<file path="src/rtl/sdp_pkg.sv">
package sdp_pkg;
   // register indices; byte address is four times the index
   localparam logic [16:0] SDP_IDX_PORT_CTRL = 17'h0704e;
   localparam logic [16:0] SDP_IDX_PRI_SUSP = 17'h0704f;
   localparam logic [16:0] SDP_IDX_SUSP_STAT = 17'h07050;
   localparam int SDP_ADDR_W = 17;
   localparam logic [16:0] SDP_ADDR_PORT_CTRL = 17'(SDP_IDX_PORT_CTRL * 4);
   localparam logic [16:0] SDP_ADDR_PRI_SUSP = 17'(SDP_IDX_PRI_SUSP * 4);
   localparam logic [16:0] SDP_ADDR_SUSP_STAT = 17'(SDP_IDX_SUSP_STAT * 4);

   // port control field positions
   localparam int SDP_SIMO_IN_BIT = 7;
   localparam int SDP_SIMO_OUT_BIT = 6;
   localparam int SDP_SIMO_FUNC_BIT = 5;
   localparam int SDP_SIMO_DIR_BIT = 4;
   localparam int SDP_SOMI_IN_BIT = 3;
   localparam int SDP_SOMI_OUT_BIT = 2;
   localparam int SDP_SOMI_FUNC_BIT = 1;
   localparam int SDP_SOMI_DIR_BIT = 0;
   // writable bits of port control
   localparam logic [7:0] SDP_PORT_WMASK = 8'h77;

   // priority / suspend field positions
   localparam int SDP_PRI_BIT = 6;
   localparam int SDP_SUSP_BIT = 5;
   localparam logic [7:0] SDP_PRI_WMASK = 8'h60;

   // suspend status field positions
   localparam int SDP_STAT_HALT_BIT = 0;
   localparam int SDP_STAT_DRAIN_BIT = 1;
   localparam int SDP_STAT_FROZEN_BIT = 2;

   localparam logic [7:0] SDP_PORT_RESET = 8'h00;
   localparam logic [7:0] SDP_PRI_RESET = 8'h00;

   localparam int SDP_NUM_PINS = 2;
   localparam int SDP_PIN_SIMO = 1;
   localparam int SDP_PIN_SOMI = 0;

   typedef enum logic [2:0] {
      SDP_RUN = 3'b001,
      SDP_DRAIN = 3'b010,
      SDP_FROZEN = 3'b100
   } sdp_susp_state_t;
endpackage

</file>
<file path="src/rtl/sdp_pin_cell.sv">
`timescale 1ns/10ps
module sdp_pin_cell
   import sdp_pkg::*;
(
   input wire logic clk,
   input wire logic rst_n,
   input wire logic func_sel,
   input wire logic dir_out,
   input wire logic latch,
   input wire logic engine_out,
   input wire logic engine_drive,
   input wire logic pin_in,
   output logic pin_out,
   output logic pin_oe_n,
   output logic level_reg
);
   logic drive_next;
   logic out_next;

   always_comb begin
      if (func_sel) begin
         // serial data path owns the pin
         drive_next = engine_drive;
         out_next = engine_out;
      end else begin
         // general-purpose use: latch only while direction is output
         drive_next = dir_out;
         out_next = dir_out ? latch : 1'b0;
      end
   end

   always_ff @(posedge clk or negedge rst_n) begin
      if (!rst_n) begin
         pin_oe_n <= 1'b1;
         pin_out <= 1'b0;
      end else begin
         pin_oe_n <= ~drive_next;
         pin_out <= out_next;
      end
   end

   // level sampled regardless of function or direction
   always_ff @(posedge clk or negedge rst_n) begin
      if (!rst_n) begin
         level_reg <= 1'b0;
      end else begin
         level_reg <= pin_in;
      end
   end
endmodule // sdp_pin_cell

</file>
<file path="src/rtl/sdp_top.sv">
`timescale 1ns/10ps
// How it works
// simo readback returns pin level, writes ignored
// simo latch drives only in output GP mode
// simo function bit: 0 GP, 1 serial
// simo direction: 0 input, 1 output
// somi readback returns pin level, writes ignored
// somi latch drives only in output GP mode
// somi function bit: 0 GP, 1 serial
// somi direction: 0 input, 1 output
// shift clocking continues with somi GP input
// priority bit routes request high or low
// suspend bit acts only during debug halt
// one setting: finish current transfer, then stop
// other setting: freeze engine at halt
// reserved priority bits ignore writes
// priority 0 high, 1 low
// suspend 0 drains, 1 freezes at once
// reset clears all writable bits
module sdp_top
   import sdp_pkg::*;
#(
   parameter int ADDR_W = SDP_ADDR_W
)(
   input wire logic clk,
   input wire logic arst_n,
   input wire logic psel,
   input wire logic penable,
   input wire logic pwrite,
   input wire logic [ADDR_W-1:0] paddr,
   input wire logic [31:0] pwdata,
   input wire logic [3:0] pstrb,
   output logic [31:0] prdata,
   output logic pready,
   output logic pslverr,
   input wire logic slave_in_master_out_pin_in,
   output logic slave_in_master_out_pin_out,
   output logic slave_in_master_out_pin_oe_n,
   input wire logic slave_out_master_in_pin_in,
   output logic slave_out_master_in_pin_out,
   output logic slave_out_master_in_pin_oe_n,
   input wire logic engine_simo_out,
   input wire logic engine_simo_drive,
   input wire logic engine_somi_out,
   input wire logic engine_somi_drive,
   output logic engine_simo_in,
   output logic engine_somi_in,
   input wire logic engine_irq,
   input wire logic engine_busy,
   input wire logic debug_halt,
   output logic engine_run,
   output logic shift_clk_enable,
   output logic irq_high,
   output logic irq_low
);
   // decode compares full byte addresses, so narrower buses cannot reach the map
   if (ADDR_W < SDP_ADDR_W || ADDR_W > 32) begin : g_bad_addr_w
      $error("sdp_top: ADDR_W must lie between 17 and 32");
   end

   logic rst_meta_reg;
   logic rst_n;
   logic [7:0] data_pin_port_control_reg;
   logic [7:0] irq_priority_suspend_control_reg;
   sdp_susp_state_t susp_state_reg;
   sdp_susp_state_t susp_state_next;
   logic [SDP_NUM_PINS-1:0] pin_in;
   logic [SDP_NUM_PINS-1:0] pin_out;
   logic [SDP_NUM_PINS-1:0] pin_oe_n;
   logic [SDP_NUM_PINS-1:0] pin_level;
   logic [SDP_NUM_PINS-1:0] pin_func;
   logic [SDP_NUM_PINS-1:0] pin_dir;
   logic [SDP_NUM_PINS-1:0] pin_latch;
   logic [SDP_NUM_PINS-1:0] eng_out;
   logic [SDP_NUM_PINS-1:0] eng_drive;
   logic setup_phase;
   logic access_done;
   logic wr_en;
   logic hit_port;
   logic hit_pri;
   logic hit_stat;
   logic [7:0] wbyte;
   logic [7:0] rd_byte;
   logic [7:0] stat_byte;

   // two-stage release; assertion stays asynchronous
   always_ff @(posedge clk or negedge arst_n) begin
      if (!arst_n) begin
         rst_meta_reg <= 1'b0;
         rst_n <= 1'b0;
      end else begin
         rst_meta_reg <= 1'b1;
         rst_n <= rst_meta_reg;
      end
   end

   // bus decode
   assign hit_port = (paddr == ADDR_W'(SDP_ADDR_PORT_CTRL));
   assign hit_pri = (paddr == ADDR_W'(SDP_ADDR_PRI_SUSP));
   assign hit_stat = (paddr == ADDR_W'(SDP_ADDR_SUSP_STAT));
   assign setup_phase = psel && !penable;
   assign access_done = psel && penable && pready;
   assign wr_en = access_done && pwrite && pstrb[0];
   // all fields sit in byte lane 0
   assign wbyte = pwdata[7:0];

   // status of the suspend controller, read-only
   always_comb begin
      stat_byte = 8'h00;
      stat_byte[SDP_STAT_HALT_BIT] = debug_halt;
      stat_byte[SDP_STAT_DRAIN_BIT] = (susp_state_reg == SDP_DRAIN);
      stat_byte[SDP_STAT_FROZEN_BIT] = (susp_state_reg == SDP_FROZEN);
   end

   always_comb begin
      rd_byte = 8'h00;
      if (hit_port) begin
         rd_byte = data_pin_port_control_reg;
         rd_byte[SDP_SIMO_IN_BIT] = pin_level[SDP_PIN_SIMO];
         rd_byte[SDP_SOMI_IN_BIT] = pin_level[SDP_PIN_SOMI];
      end else if (hit_pri) begin
         // reserved bits read as zero
         rd_byte = irq_priority_suspend_control_reg & SDP_PRI_WMASK;
      end else if (hit_stat) begin
         rd_byte = stat_byte;
      end
   end

   // no wait state: answer in the first access cycle
   always_ff @(posedge clk or negedge rst_n) begin
      if (!rst_n) begin
         pready <= 1'b0;
      end else begin
         pready <= setup_phase;
      end
   end

   always_ff @(posedge clk or negedge rst_n) begin
      if (!rst_n) begin
         prdata <= 32'h00000000;
         pslverr <= 1'b0;
      end else if (setup_phase) begin
         prdata <= pwrite ? 32'h00000000 : {24'h000000, rd_byte};
         // status is read-only, a write to it is refused
         pslverr <= !(hit_port || hit_pri || (hit_stat && !pwrite));
      end else if (access_done) begin
         prdata <= 32'h00000000;
         pslverr <= 1'b0;
      end
   end

   // readback bits are not storage; they never take write data
   always_ff @(posedge clk or negedge rst_n) begin
      if (!rst_n) begin
         data_pin_port_control_reg <= SDP_PORT_RESET;
      end else if (wr_en && hit_port) begin
         data_pin_port_control_reg <= wbyte & SDP_PORT_WMASK;
      end
   end

   always_ff @(posedge clk or negedge rst_n) begin
      if (!rst_n) begin
         irq_priority_suspend_control_reg <= SDP_PRI_RESET;
      end else if (wr_en && hit_pri) begin
         irq_priority_suspend_control_reg <= wbyte & SDP_PRI_WMASK;
      end
   end

   // per-pin field extraction
   assign pin_func[SDP_PIN_SIMO] = data_pin_port_control_reg[SDP_SIMO_FUNC_BIT];
   assign pin_dir[SDP_PIN_SIMO] = data_pin_port_control_reg[SDP_SIMO_DIR_BIT];
   assign pin_latch[SDP_PIN_SIMO] = data_pin_port_control_reg[SDP_SIMO_OUT_BIT];
   assign pin_func[SDP_PIN_SOMI] = data_pin_port_control_reg[SDP_SOMI_FUNC_BIT];
   assign pin_dir[SDP_PIN_SOMI] = data_pin_port_control_reg[SDP_SOMI_DIR_BIT];
   assign pin_latch[SDP_PIN_SOMI] = data_pin_port_control_reg[SDP_SOMI_OUT_BIT];
   assign pin_in[SDP_PIN_SIMO] = slave_in_master_out_pin_in;
   assign pin_in[SDP_PIN_SOMI] = slave_out_master_in_pin_in;
   assign eng_out[SDP_PIN_SIMO] = engine_simo_out;
   assign eng_drive[SDP_PIN_SIMO] = engine_simo_drive;
   assign eng_out[SDP_PIN_SOMI] = engine_somi_out;
   assign eng_drive[SDP_PIN_SOMI] = engine_somi_drive;

   generate
      for (genvar i = 0; i < SDP_NUM_PINS; i++) begin : g_pin
         sdp_pin_cell u_cell (
            .clk(clk),
            .rst_n(rst_n),
            .func_sel(pin_func[i]),
            .dir_out(pin_dir[i]),
            .latch(pin_latch[i]),
            .engine_out(eng_out[i]),
            .engine_drive(eng_drive[i]),
            .pin_in(pin_in[i]),
            .pin_out(pin_out[i]),
            .pin_oe_n(pin_oe_n[i]),
            .level_reg(pin_level[i])
         );
      end
   endgenerate

   assign slave_in_master_out_pin_out = pin_out[SDP_PIN_SIMO];
   assign slave_in_master_out_pin_oe_n = pin_oe_n[SDP_PIN_SIMO];
   assign slave_out_master_in_pin_out = pin_out[SDP_PIN_SOMI];
   assign slave_out_master_in_pin_oe_n = pin_oe_n[SDP_PIN_SOMI];

   // engine always sees pin levels, so receive still shifts in GP mode
   always_ff @(posedge clk or negedge rst_n) begin
      if (!rst_n) begin
         engine_simo_in <= 1'b0;
         engine_somi_in <= 1'b0;
      end else begin
         engine_simo_in <= pin_in[SDP_PIN_SIMO];
         engine_somi_in <= pin_in[SDP_PIN_SOMI];
      end
   end

   // debug suspend; bit value only matters while halted
   always_comb begin
      susp_state_next = susp_state_reg;
      unique case (susp_state_reg)
         SDP_RUN: begin
            if (debug_halt) begin
               if (irq_priority_suspend_control_reg[SDP_SUSP_BIT]) begin
                  susp_state_next = SDP_FROZEN;
               end else if (engine_busy) begin
                  susp_state_next = SDP_DRAIN;
               end else begin
                  susp_state_next = SDP_FROZEN;
               end
            end
         end
         SDP_DRAIN: begin
            if (!debug_halt) begin
               susp_state_next = SDP_RUN;
            end else if (!engine_busy) begin
               susp_state_next = SDP_FROZEN;
            end
         end
         SDP_FROZEN: begin
            if (!debug_halt) begin
               susp_state_next = SDP_RUN;
            end
         end
         default: begin
            susp_state_next = SDP_RUN;
         end
      endcase
   end

   always_ff @(posedge clk or negedge rst_n) begin
      if (!rst_n) begin
         susp_state_reg <= SDP_RUN;
      end else begin
         susp_state_reg <= susp_state_next;
      end
   end

   // run decided from next state so freeze lands on the halt edge
   always_ff @(posedge clk or negedge rst_n) begin
      if (!rst_n) begin
         engine_run <= 1'b1;
      end else begin
         engine_run <= (susp_state_next != SDP_FROZEN);
      end
   end

   // shift clock gated only by suspend, never by pin configuration
   always_ff @(posedge clk or negedge rst_n) begin
      if (!rst_n) begin
         shift_clk_enable <= 1'b1;
      end else begin
         shift_clk_enable <= (susp_state_next != SDP_FROZEN);
      end
   end

   // request routed to one level only
   always_ff @(posedge clk or negedge rst_n) begin
      if (!rst_n) begin
         irq_high <= 1'b0;
         irq_low <= 1'b0;
      end else begin
         irq_high <= engine_irq && !irq_priority_suspend_control_reg[SDP_PRI_BIT];
         irq_low <= engine_irq && irq_priority_suspend_control_reg[SDP_PRI_BIT];
      end
   end
endmodule // sdp_top

</file>
<file path="config.mk">
export PLATFORM = sky130hd
export DESIGN_NAME = sdp_top
export DESIGN_NICKNAME = d
export VERILOG_FILES = /design/src/rtl/sdp_pkg.sv /design/src/rtl/sdp_pin_cell.sv /design/src/rtl/sdp_top.sv
export SDC_FILE = /design/constraint.sdc
export NUM_CORES = 1
export LEC_CHECK = 0
export BUFFER_PORTS_ARGS = -buffer_cell sky130_fd_sc_hd__buf_2
export CORE_ASPECT_RATIO = 0.5
export CORE_UTILIZATION = 44
export CTS_CLUSTER_SIZE = 16
export DETAILED_ROUTE_END_ITERATION = 10
export PLACE_DENSITY = 0.85
export SYNTH_ARGS = -nofsm -noshare
export SYNTH_HDL_FRONTEND = slang
export SYNTH_SLANG_ARGS = --single-unit
</file>
<file path="constraint.sdc">
create_clock -name clk -period 2.45 [get_ports clk]
set_input_delay 0.245 -clock clk [delete_from_list [all_inputs] [get_ports clk]]
set_output_delay 0.245 -clock clk [all_outputs]
set_load 0.005 [all_outputs]
</file>
Word level (Yosys, flattened, before mapping)
Cells that the tools add are included.

Logic and storage cells: 64. Input bits: 67. Output and inout port bits: 44. Register bits after elaboration: 56.

Equality and inequality tests: 7. Bitwise gates (word level): 2. Reduce and logical (&&, ||, !) cells: 17. Muxes and demuxes: 21.

Operators by type and width (number): $mux 32 (2); $eq 17x17->1 const B (3); $mux 8 (3); $mux 3 (7); $logic_and 1x1->1 (10); $pmux 3 s3 (1); $mux 1 (8); $logic_not 1->1 (4); $eq 3x1->1 const B (1); $eq 3x2->1 const B (1); $eq 3x3->1 const B (1); $ne 3x3->1 const B (1); $logic_or 1x1->1 (2); $not 1->1 (2); $reduce_bool 2->1 (1).

Depth between registers and ports, before layout
Gate-level depths: netlist (run 1).

Word-level depth: 6. Gate-level depth with buffers: 5. Depth with buffers taken out: 4.

By module
A second synthesis (run 1) with hierarchy kept.

Cells, all modules: 141. Area, all modules: 1646.6 µm².

Modules (own cells, without submodules): sdp_top (cells an instance 127, instances 1, area each 1448.9 µm², sequential area each 703.2 µm²); sdp_pin_cell (cells an instance 7, instances 2, area each 98.8 µm², sequential area each 76.3 µm²).

Least setup slack after synthesis (run 1)
No wires, ideal clock.

Kind: input port to flip-flop. Start point: in paddr[12]. End point: reg data_pin_port_control_reg[0]. Required time: 2325 ps. Stages: 4. Arrival time: 1383 ps. Path buffers: 0. Setup slack: 942 ps. Library setup time: 125 ps. Cell sequence: nand4bb_4 nor4_4 nand4b_4 mux2_2.

Cells in the longest elaborated chain, start to end: 2.

Ends and longest elaborated chain: start, declared (RTL line sdp_top.sv:30) `input wire logic [ADDR_W-1:0] paddr,`; $eq 17x17->1 (RTL line sdp_top.sv:98) `assign hit_port = (paddr == ADDR_W'(SDP_ADDR_PORT_CTRL));`; $logic_and 1x1->1 (RTL line sdp_top.sv:156) `end else if (wr_en && hit_port) begin`; end signal, assigned (RTL line sdp_top.sv:157) `data_pin_port_control_reg <= wbyte & SDP_PORT_WMASK;`; end, declared (RTL line sdp_top.sv:63) `logic [7:0] data_pin_port_control_reg;`.

Every way passes these cells. A chain may end at the register's enable or synchronous reset.

Final worst setup path (run 1)
Start point: in paddr[6]. End point: reg data_pin_port_control_reg[0].

The elaborated chain is that of the path after synthesis.

==> results.cfg, run 1 <==
[outcome]
status = complete, no violations

[global_routing]
gr-usage-met3 = 0.0653
met2_usage = 0.325
grt_util_met1 = 0.190
grt_pass1_vias = 1111
grt_overflow = 0
grt_pass1_wl_um = 4930
busiest_layer = met2
grt_max_degree = 31
antenna_found_initial = 0
grt.total_usage = 0.175

[final_layout]
largest_reg_flops = 8
synthToLayoutAreaGrowth_pct = 22.3
num-fill-cells = 291
fin_nets = 269
final_util = 0.567
antennaDiodeCount = 0
drive_gt1_frac = 0.409

[synthesis]
synth_compound_area_frac = 0.0907
async_reset_ff_frac = 1.00
synth_top_family_by_area = simple AND/OR/NAND/NOR gates
synth_area_leaders = dfrtp_1, buf_4, dfstp_2, mux2_2, mux2i_1
yosys.area.top_type = dfrtp_1
synth_fa_ha_area_frac = 0
syn_inst = 140
synth_area_mm2 = 0.00160
ys_ff_latch = 32
synth.yosys.seq_area_share = 0.504
muxShareOfSynthArea = 0.0813
synth_xor_xnor_area_share = 0.00547
synth_edf_count = 0
yosysWarnings = 0
yosys.area.top_type_share = 0.438
synth_ff_type = dfrtp_1
syn_avg_cell_area_um2 = 11.4
yosys.area_share.simple = 0.185
synth_cell_type_count = 37
synth_commonest_cells = dfrtp_1, buf_4, nand2_1, mux2_2, o21ai_0
yosysMostFrequentCell = dfrtp_1

[floorplanning]
dieHeight_um = 44.6
rows = 15
initial_core_util = 0.463
core_mm2 = 0.00345
fp.dieW_um = 87.3
ios = 111
die_area_mm2 = 0.00390

[worst_setup_path]
startpoint_type = primary input
path_max_fanout = 7
worst_setup_path_end_kind = flop
path_delay_family = simple AND/OR/NAND/NOR gates
cp-startpoint = paddr[6]
crit_end = data_pin_port_control_reg[0]
worstPathCellList = buf_2 -> nand4b_1 -> nor4_4 -> nand4b_4 -> mux2_2
cp_num_buf_inv = 1
reg2reg_depth = 4
cpPeakStageDelay_ns = 0.51
cp.required_ns = 2.62
slowest_stage = nor4_4
r2r_start = pready
worst-path-stages = 5
timing.rr.end = data_pin_port_control_reg[0]
worstPathArrival_ns = 1.64
worst-r2r-setup-slack_ns = 1.15
setup.worst_path.class = in2reg

[power]
power_density_mw_per_mm2 = 573
power.leakage_uw = 0.00103
p_clk_frac = 0.395
internal_power_uw = 856
pwr-share-comb = 0.103
switching_power_uw = 266
p_seq_frac = 0.502
p_sw_frac = 0.237
peakVddDrop_mv = 0.302

[clock_network]
cts_tree = built
holdBufCountCts = 1
post_cts_buffers = 0
cts_num_sinks = 32
clk_latency_ns = 0.28
htreeDepth = 2
clock_path_buffers = 2
clk_pin_slew_ns = 0.07
clockRootBuffer = clkbuf_8
cts_resized = 0
cts_made_buffers = 5

[detailed_routing]
ant_nets = 0
drt-vias-per-instance = 4.62
first_pass_iters = 4
drtIter0Drc = 56
vias = 1173
post_drt_wl_per_cell_um = 12.4
routed_wl_um = 3160
drc = 0

[placement]
dp_hpwl_um = 2450
place_congestion = 0.773
portBuffers = 57

[timing]
finalSetupTns_ns = 0
slew_violations = 0
fin_crit_sh = 0.600
clock.fmax_ghz = 0.680
rsz0062_at_grt = no
fin_crit_ns = 1.47
fin_worst_skew_ns = 0.00559
hold_violations = 0
maxSlewHeadroom = 0.550
worstMarginPinSlew_ns = 0.670
finalSetupViolations = 0

[run]
max_cap_violations = 0

[hold_path]
hp-class = in2reg
## through the flow
| stage | setup WS, ns | hold slack (ns) | instance area (um^2) | instances | power (uW) |
|---|---|---|---|---|---|
| 6_report | 0.979 | 0.0614 | 1960 | 254 | 1120 |
| 5_1_grt | 0.857 | 0.0563 | 1960 | 254 | 1180 |
| 4_1_cts | 0.973 | 0.0548 | 1960 | 254 | 1130 |
| 3_5_place_dp | 0.690 | 0.0318 | 1850 | 245 | 687 |
| 3_3_place_gp | 0.719 | 0.0299 | 1850 | 245 | 679 |
| 2_1_floorplan | 0.942 | -0.0506 | 1690 | 163 | 658 |
## power by group through the flow
stage	combinational [uW]	clock [uW]	sequential [uW]
after floorplan	83.6	0	575
after CTS	117	452	563
final	116	443	563
after global routing	131	478	566
after detailed placement	115	0	572
after global placement	108	0	571
## kinds of logic after synthesis
logic type / after synthesis
flops: 32
mux: 12
simple gates: 42
buf+inv: 30
xor+xnor: 1
compound gates: 21
other cells: 2
## how the worst min path moves through the flow
stage	startpoint	depth (start not counted)	to	slack [ns]
detailed placement	arst_n	1	rst_meta_reg	0.03
CTS	slave_out_master_in_pin_in	1	g_pin[0].u_cell.level_reg	0.05
global placement	arst_n	1	rst_n	0.03
floorplan	arst_n	0	rst_meta_reg	-0.05
global route	slave_in_master_out_pin_in	1	g_pin[1].u_cell.level_reg	0.06
finish	slave_out_master_in_pin_in	1	g_pin[0].u_cell.level_reg	0.06
## placed cells by master, fill, tap and decap left out
master	n
buf_2	57
nand3_1	5
nor4_4	1
nand4bb_4	1
nor3_1	2
nand2_1	10
mux2i_1	4
o41ai_2	1
nand4b_4	1
buf_4	1
o21a_1	1
a22o_1	3
mux2_2	8
clkbuf_8	7
conb_1	25
nand4_1	2
dlygate4sd3_1	1
nor2b_1	4
nor4_1	1
inv_1	3
xor2_1	1
nor2_1	5
o211ai_1	1
dfstp_2	4
clkbuf_1	1
and3_1	1
dfrtp_1	28
and2_2	1
a21oi_1	3
a221o_1	1
nand2b_1	2
o21ai_0	8
and2_1	1
a32oi_1	2
nand4b_1	2
o21ai_1	1
nor4b_4	1
or2_1	1
or2b_1	1
## cell type report
type                       count  area, um^2  area share
sequential                    32         806       0.412
tap                           51        63.8      0.0326
multi-input combinational    101         673       0.344
timing repair buffer          59         303       0.155
inverter                       3        11.3     0.00575
clock buffer                   8         100      0.0512
## routing by layer
metal | part of all wire | up-vias
li1 | - | 566
met1 | 0.39 | 557
met2 | 0.53 | 47
met3 | 0.071 | 3
met4 | 0.0051 | 0
met5 | 0 | -
(Power assumes the default switching activity.)
==> inputs of run 2 (changes only) <==
- CORE_UTILIZATION: 44 -> 37
- PLACE_DENSITY: 0.85 -> 0.76
- clock period: 2.45 -> 1.2 ns (I/O delays scaled with it)
==> results.cfg, run 2 (synthesis gave the netlist of run 1 again) <==
[run]
max_cap_violations = 0

[floorplanning]
rows = 16
dieHeight_um = 48.5
ios = 111
die_area_mm2 = 0.00461
fp.dieW_um = 95.0
core_mm2 = 0.00402
initial_core_util = 0.398

[detailed_routing]
ant_nets = 0
vias = 1284
post_drt_wl_per_cell_um = 12.2
first_pass_iters = 4
drc = 0
drtIter0Drc = 27
routed_wl_um = 3360
drt-vias-per-instance = 4.65

[worst_setup_path]
slowest_stage = mux2_2
cp_num_buf_inv = 2
cpPeakStageDelay_ns = 0.32
startpoint_type = primary input
path_delay_family = simple AND/OR/NAND/NOR gates
r2r_start = pready
reg2reg_depth = 4
cp.required_ns = 1.36
worst-r2r-setup-slack_ns = 0
timing.rr.end = data_pin_port_control_reg[6]
path_max_fanout = 6
worstPathCellList = buf_6 -> nand4b_1 -> nor4_4 -> buf_4 -> nand4b_4 -> mux2_2
worst_setup_path_end_kind = flop
cp-startpoint = paddr[6]
worstPathArrival_ns = 1.38
setup.worst_path.class = in2reg

[global_routing]
grt_pass1_wl_um = 5660
grt.total_usage = 0.163
grt_max_degree = 31
grt_overflow = 0
antenna_found_initial = 0
grt_pass1_vias = 1252

[timing]
fin_worst_skew_ns = 0.00765
fin_crit_ns = 1.22
fin_crit_sh = 1.02
rsz0062_at_grt = yes
hold_violations = 0
slew_violations = 0
finalSetupTns_ns = -0.102
finalWorstSetupSlack_ns = -0.0231
finalSetupViolations = 7
clock.fmax_ghz = 0.818

[clock_network]
clock_path_buffers = 2
cts_num_sinks = 32
clockRootBuffer = clkbuf_8
clk_pin_slew_ns = 0.06
cts_made_buffers = 5
cts_tree = built
htreeDepth = 2
clk_latency_ns = 0.28

[final_layout]
drive_gt1_frac = 0.459
antennaDiodeCount = 0
synthToLayoutAreaGrowth_pct = 34.5
fin_nets = 288
largest_reg_flops = 8
num-fill-cells = 343
final_common_cell = buf_2
mostFrequentLayoutCells = buf_2, dfrtp_1, conb_1

[power]
switching_power_uw = 561
power.leakage_uw = 0.00114
peakVddDrop_mv = 0.433
pwr-share-comb = 0.113
fin_total_pwr_uw = 2430
p_sw_frac = 0.231
p_clk_frac = 0.413
power_density_mw_per_mm2 = 1130
p_seq_frac = 0.473
internal_power_uw = 1870

[hold_path]
min-delay-start = engine_somi_out
hp-class = in2reg
worstHoldPathCells = 3
whs_endpoint = g_pin[0].u_cell.pin_out

[placement]
preCtsSetupSlack_ns = -0.342
place_congestion = 0.775
dp_hpwl_um = 2480
portBuffers = 57

[outcome]
status = complete, but fails checks
violations = negative setup slack
[run 2: changes by cell type in the layout (fill, tap and decap cells not counted), sizes merged]
cell,delta
clkinvlp,+1
bufinv,+1
dlygate4sd3,+4
buf,+15
clkbuf,-3
clkinv,+1
[run 2: how the worst max path moves through the flow]
stage                                              end  slack (ns)  depth (start not counted)
after CTS                 data_pin_port_control_reg[6]       -0.03                          5
after floorplan           data_pin_port_control_reg[0]       -0.17                          4
after global placement    data_pin_port_control_reg[1]       -0.31                          5
after global routing      data_pin_port_control_reg[4]       -0.07                          6
final                     data_pin_port_control_reg[6]       -0.02                          6
after detailed placement  data_pin_port_control_reg[1]       -0.34                          5
[run 2: worst reg2reg max path, stage by stage (launching register included)]
cell and delay [ns]:
dfrtp_1 0.37, nand2_2 0.07, nor2_4 0.14, nand4b_4 0.18, mux2_2 0.32
[run 2: power by group through the flow]
stage | clock (uW) | sequential (uW) | combinational [uW]
global route | 1070 | 1160 | 313
finish | 1010 | 1150 | 275
floorplan | 0 | 1170 | 171
CTS | 1030 | 1150 | 263
detailed placement | 0 | 1170 | 250
global placement | 0 | 1170 | 243
[run 2: repair_timing]
action / CTS / global route
cloned: 0 / 0
hold endpoints to repair: 6 / 0
buffers inserted: 1 / 2
hold buffers: 5 / 0
pin swaps: 2 / 5
endpoints found under the setup margin: 8 / 17
gates resized for setup: 1 / 8
[run 2: metal layers]
| metal | global-route usage | vias to the layer above | wire length [um] | share of wire |
|---|---|---|---|---|
| li1 | - | 605 | - | - |
| met1 | 0.189 | 624 | 1340 | 0.40 |
| met2 | 0.283 | 49 | 1840 | 0.55 |
| met3 | 0.0393 | 6 | 147 | 0.044 |
| met4 | 0.0783 | 0 | 38 | 0.011 |
| met5 | 0 | - | 0 | 0 |
[run 2: area by class of cell]
| class | count | area (um^2) | area share |
|---|---|---|---|
| Tap cell | 54 | 67.6 | 0.0314 |
| Clock inverter | 3 | 42.5 | 0.0198 |
| Timing Repair Buffer | 78 | 462 | 0.215 |
| Multi-Input combinational cell | 101 | 694 | 0.323 |
| Clock buffer | 5 | 68.8 | 0.0320 |
| Inverter | 3 | 11.3 | 0.00523 |
| Sequential cell | 32 | 806 | 0.374 |
[run 2: through the flow]
step / cells / hold slack [ns] / utilization / cell area, um^2
3_5_place_dp: 261 / -0.0943 / 0.484 / 1950
5_1_grt: 276 / 0.0693 / 0.535 / 2150
4_1_cts: 275 / 0.0371 / 0.527 / 2120
6_report: 276 / 0.0454 / 0.535 / 2150
3_3_place_gp: 261 / -0.0956 / 0.484 / 1950
2_1_floorplan: 163 / -0.176 / - / 1690
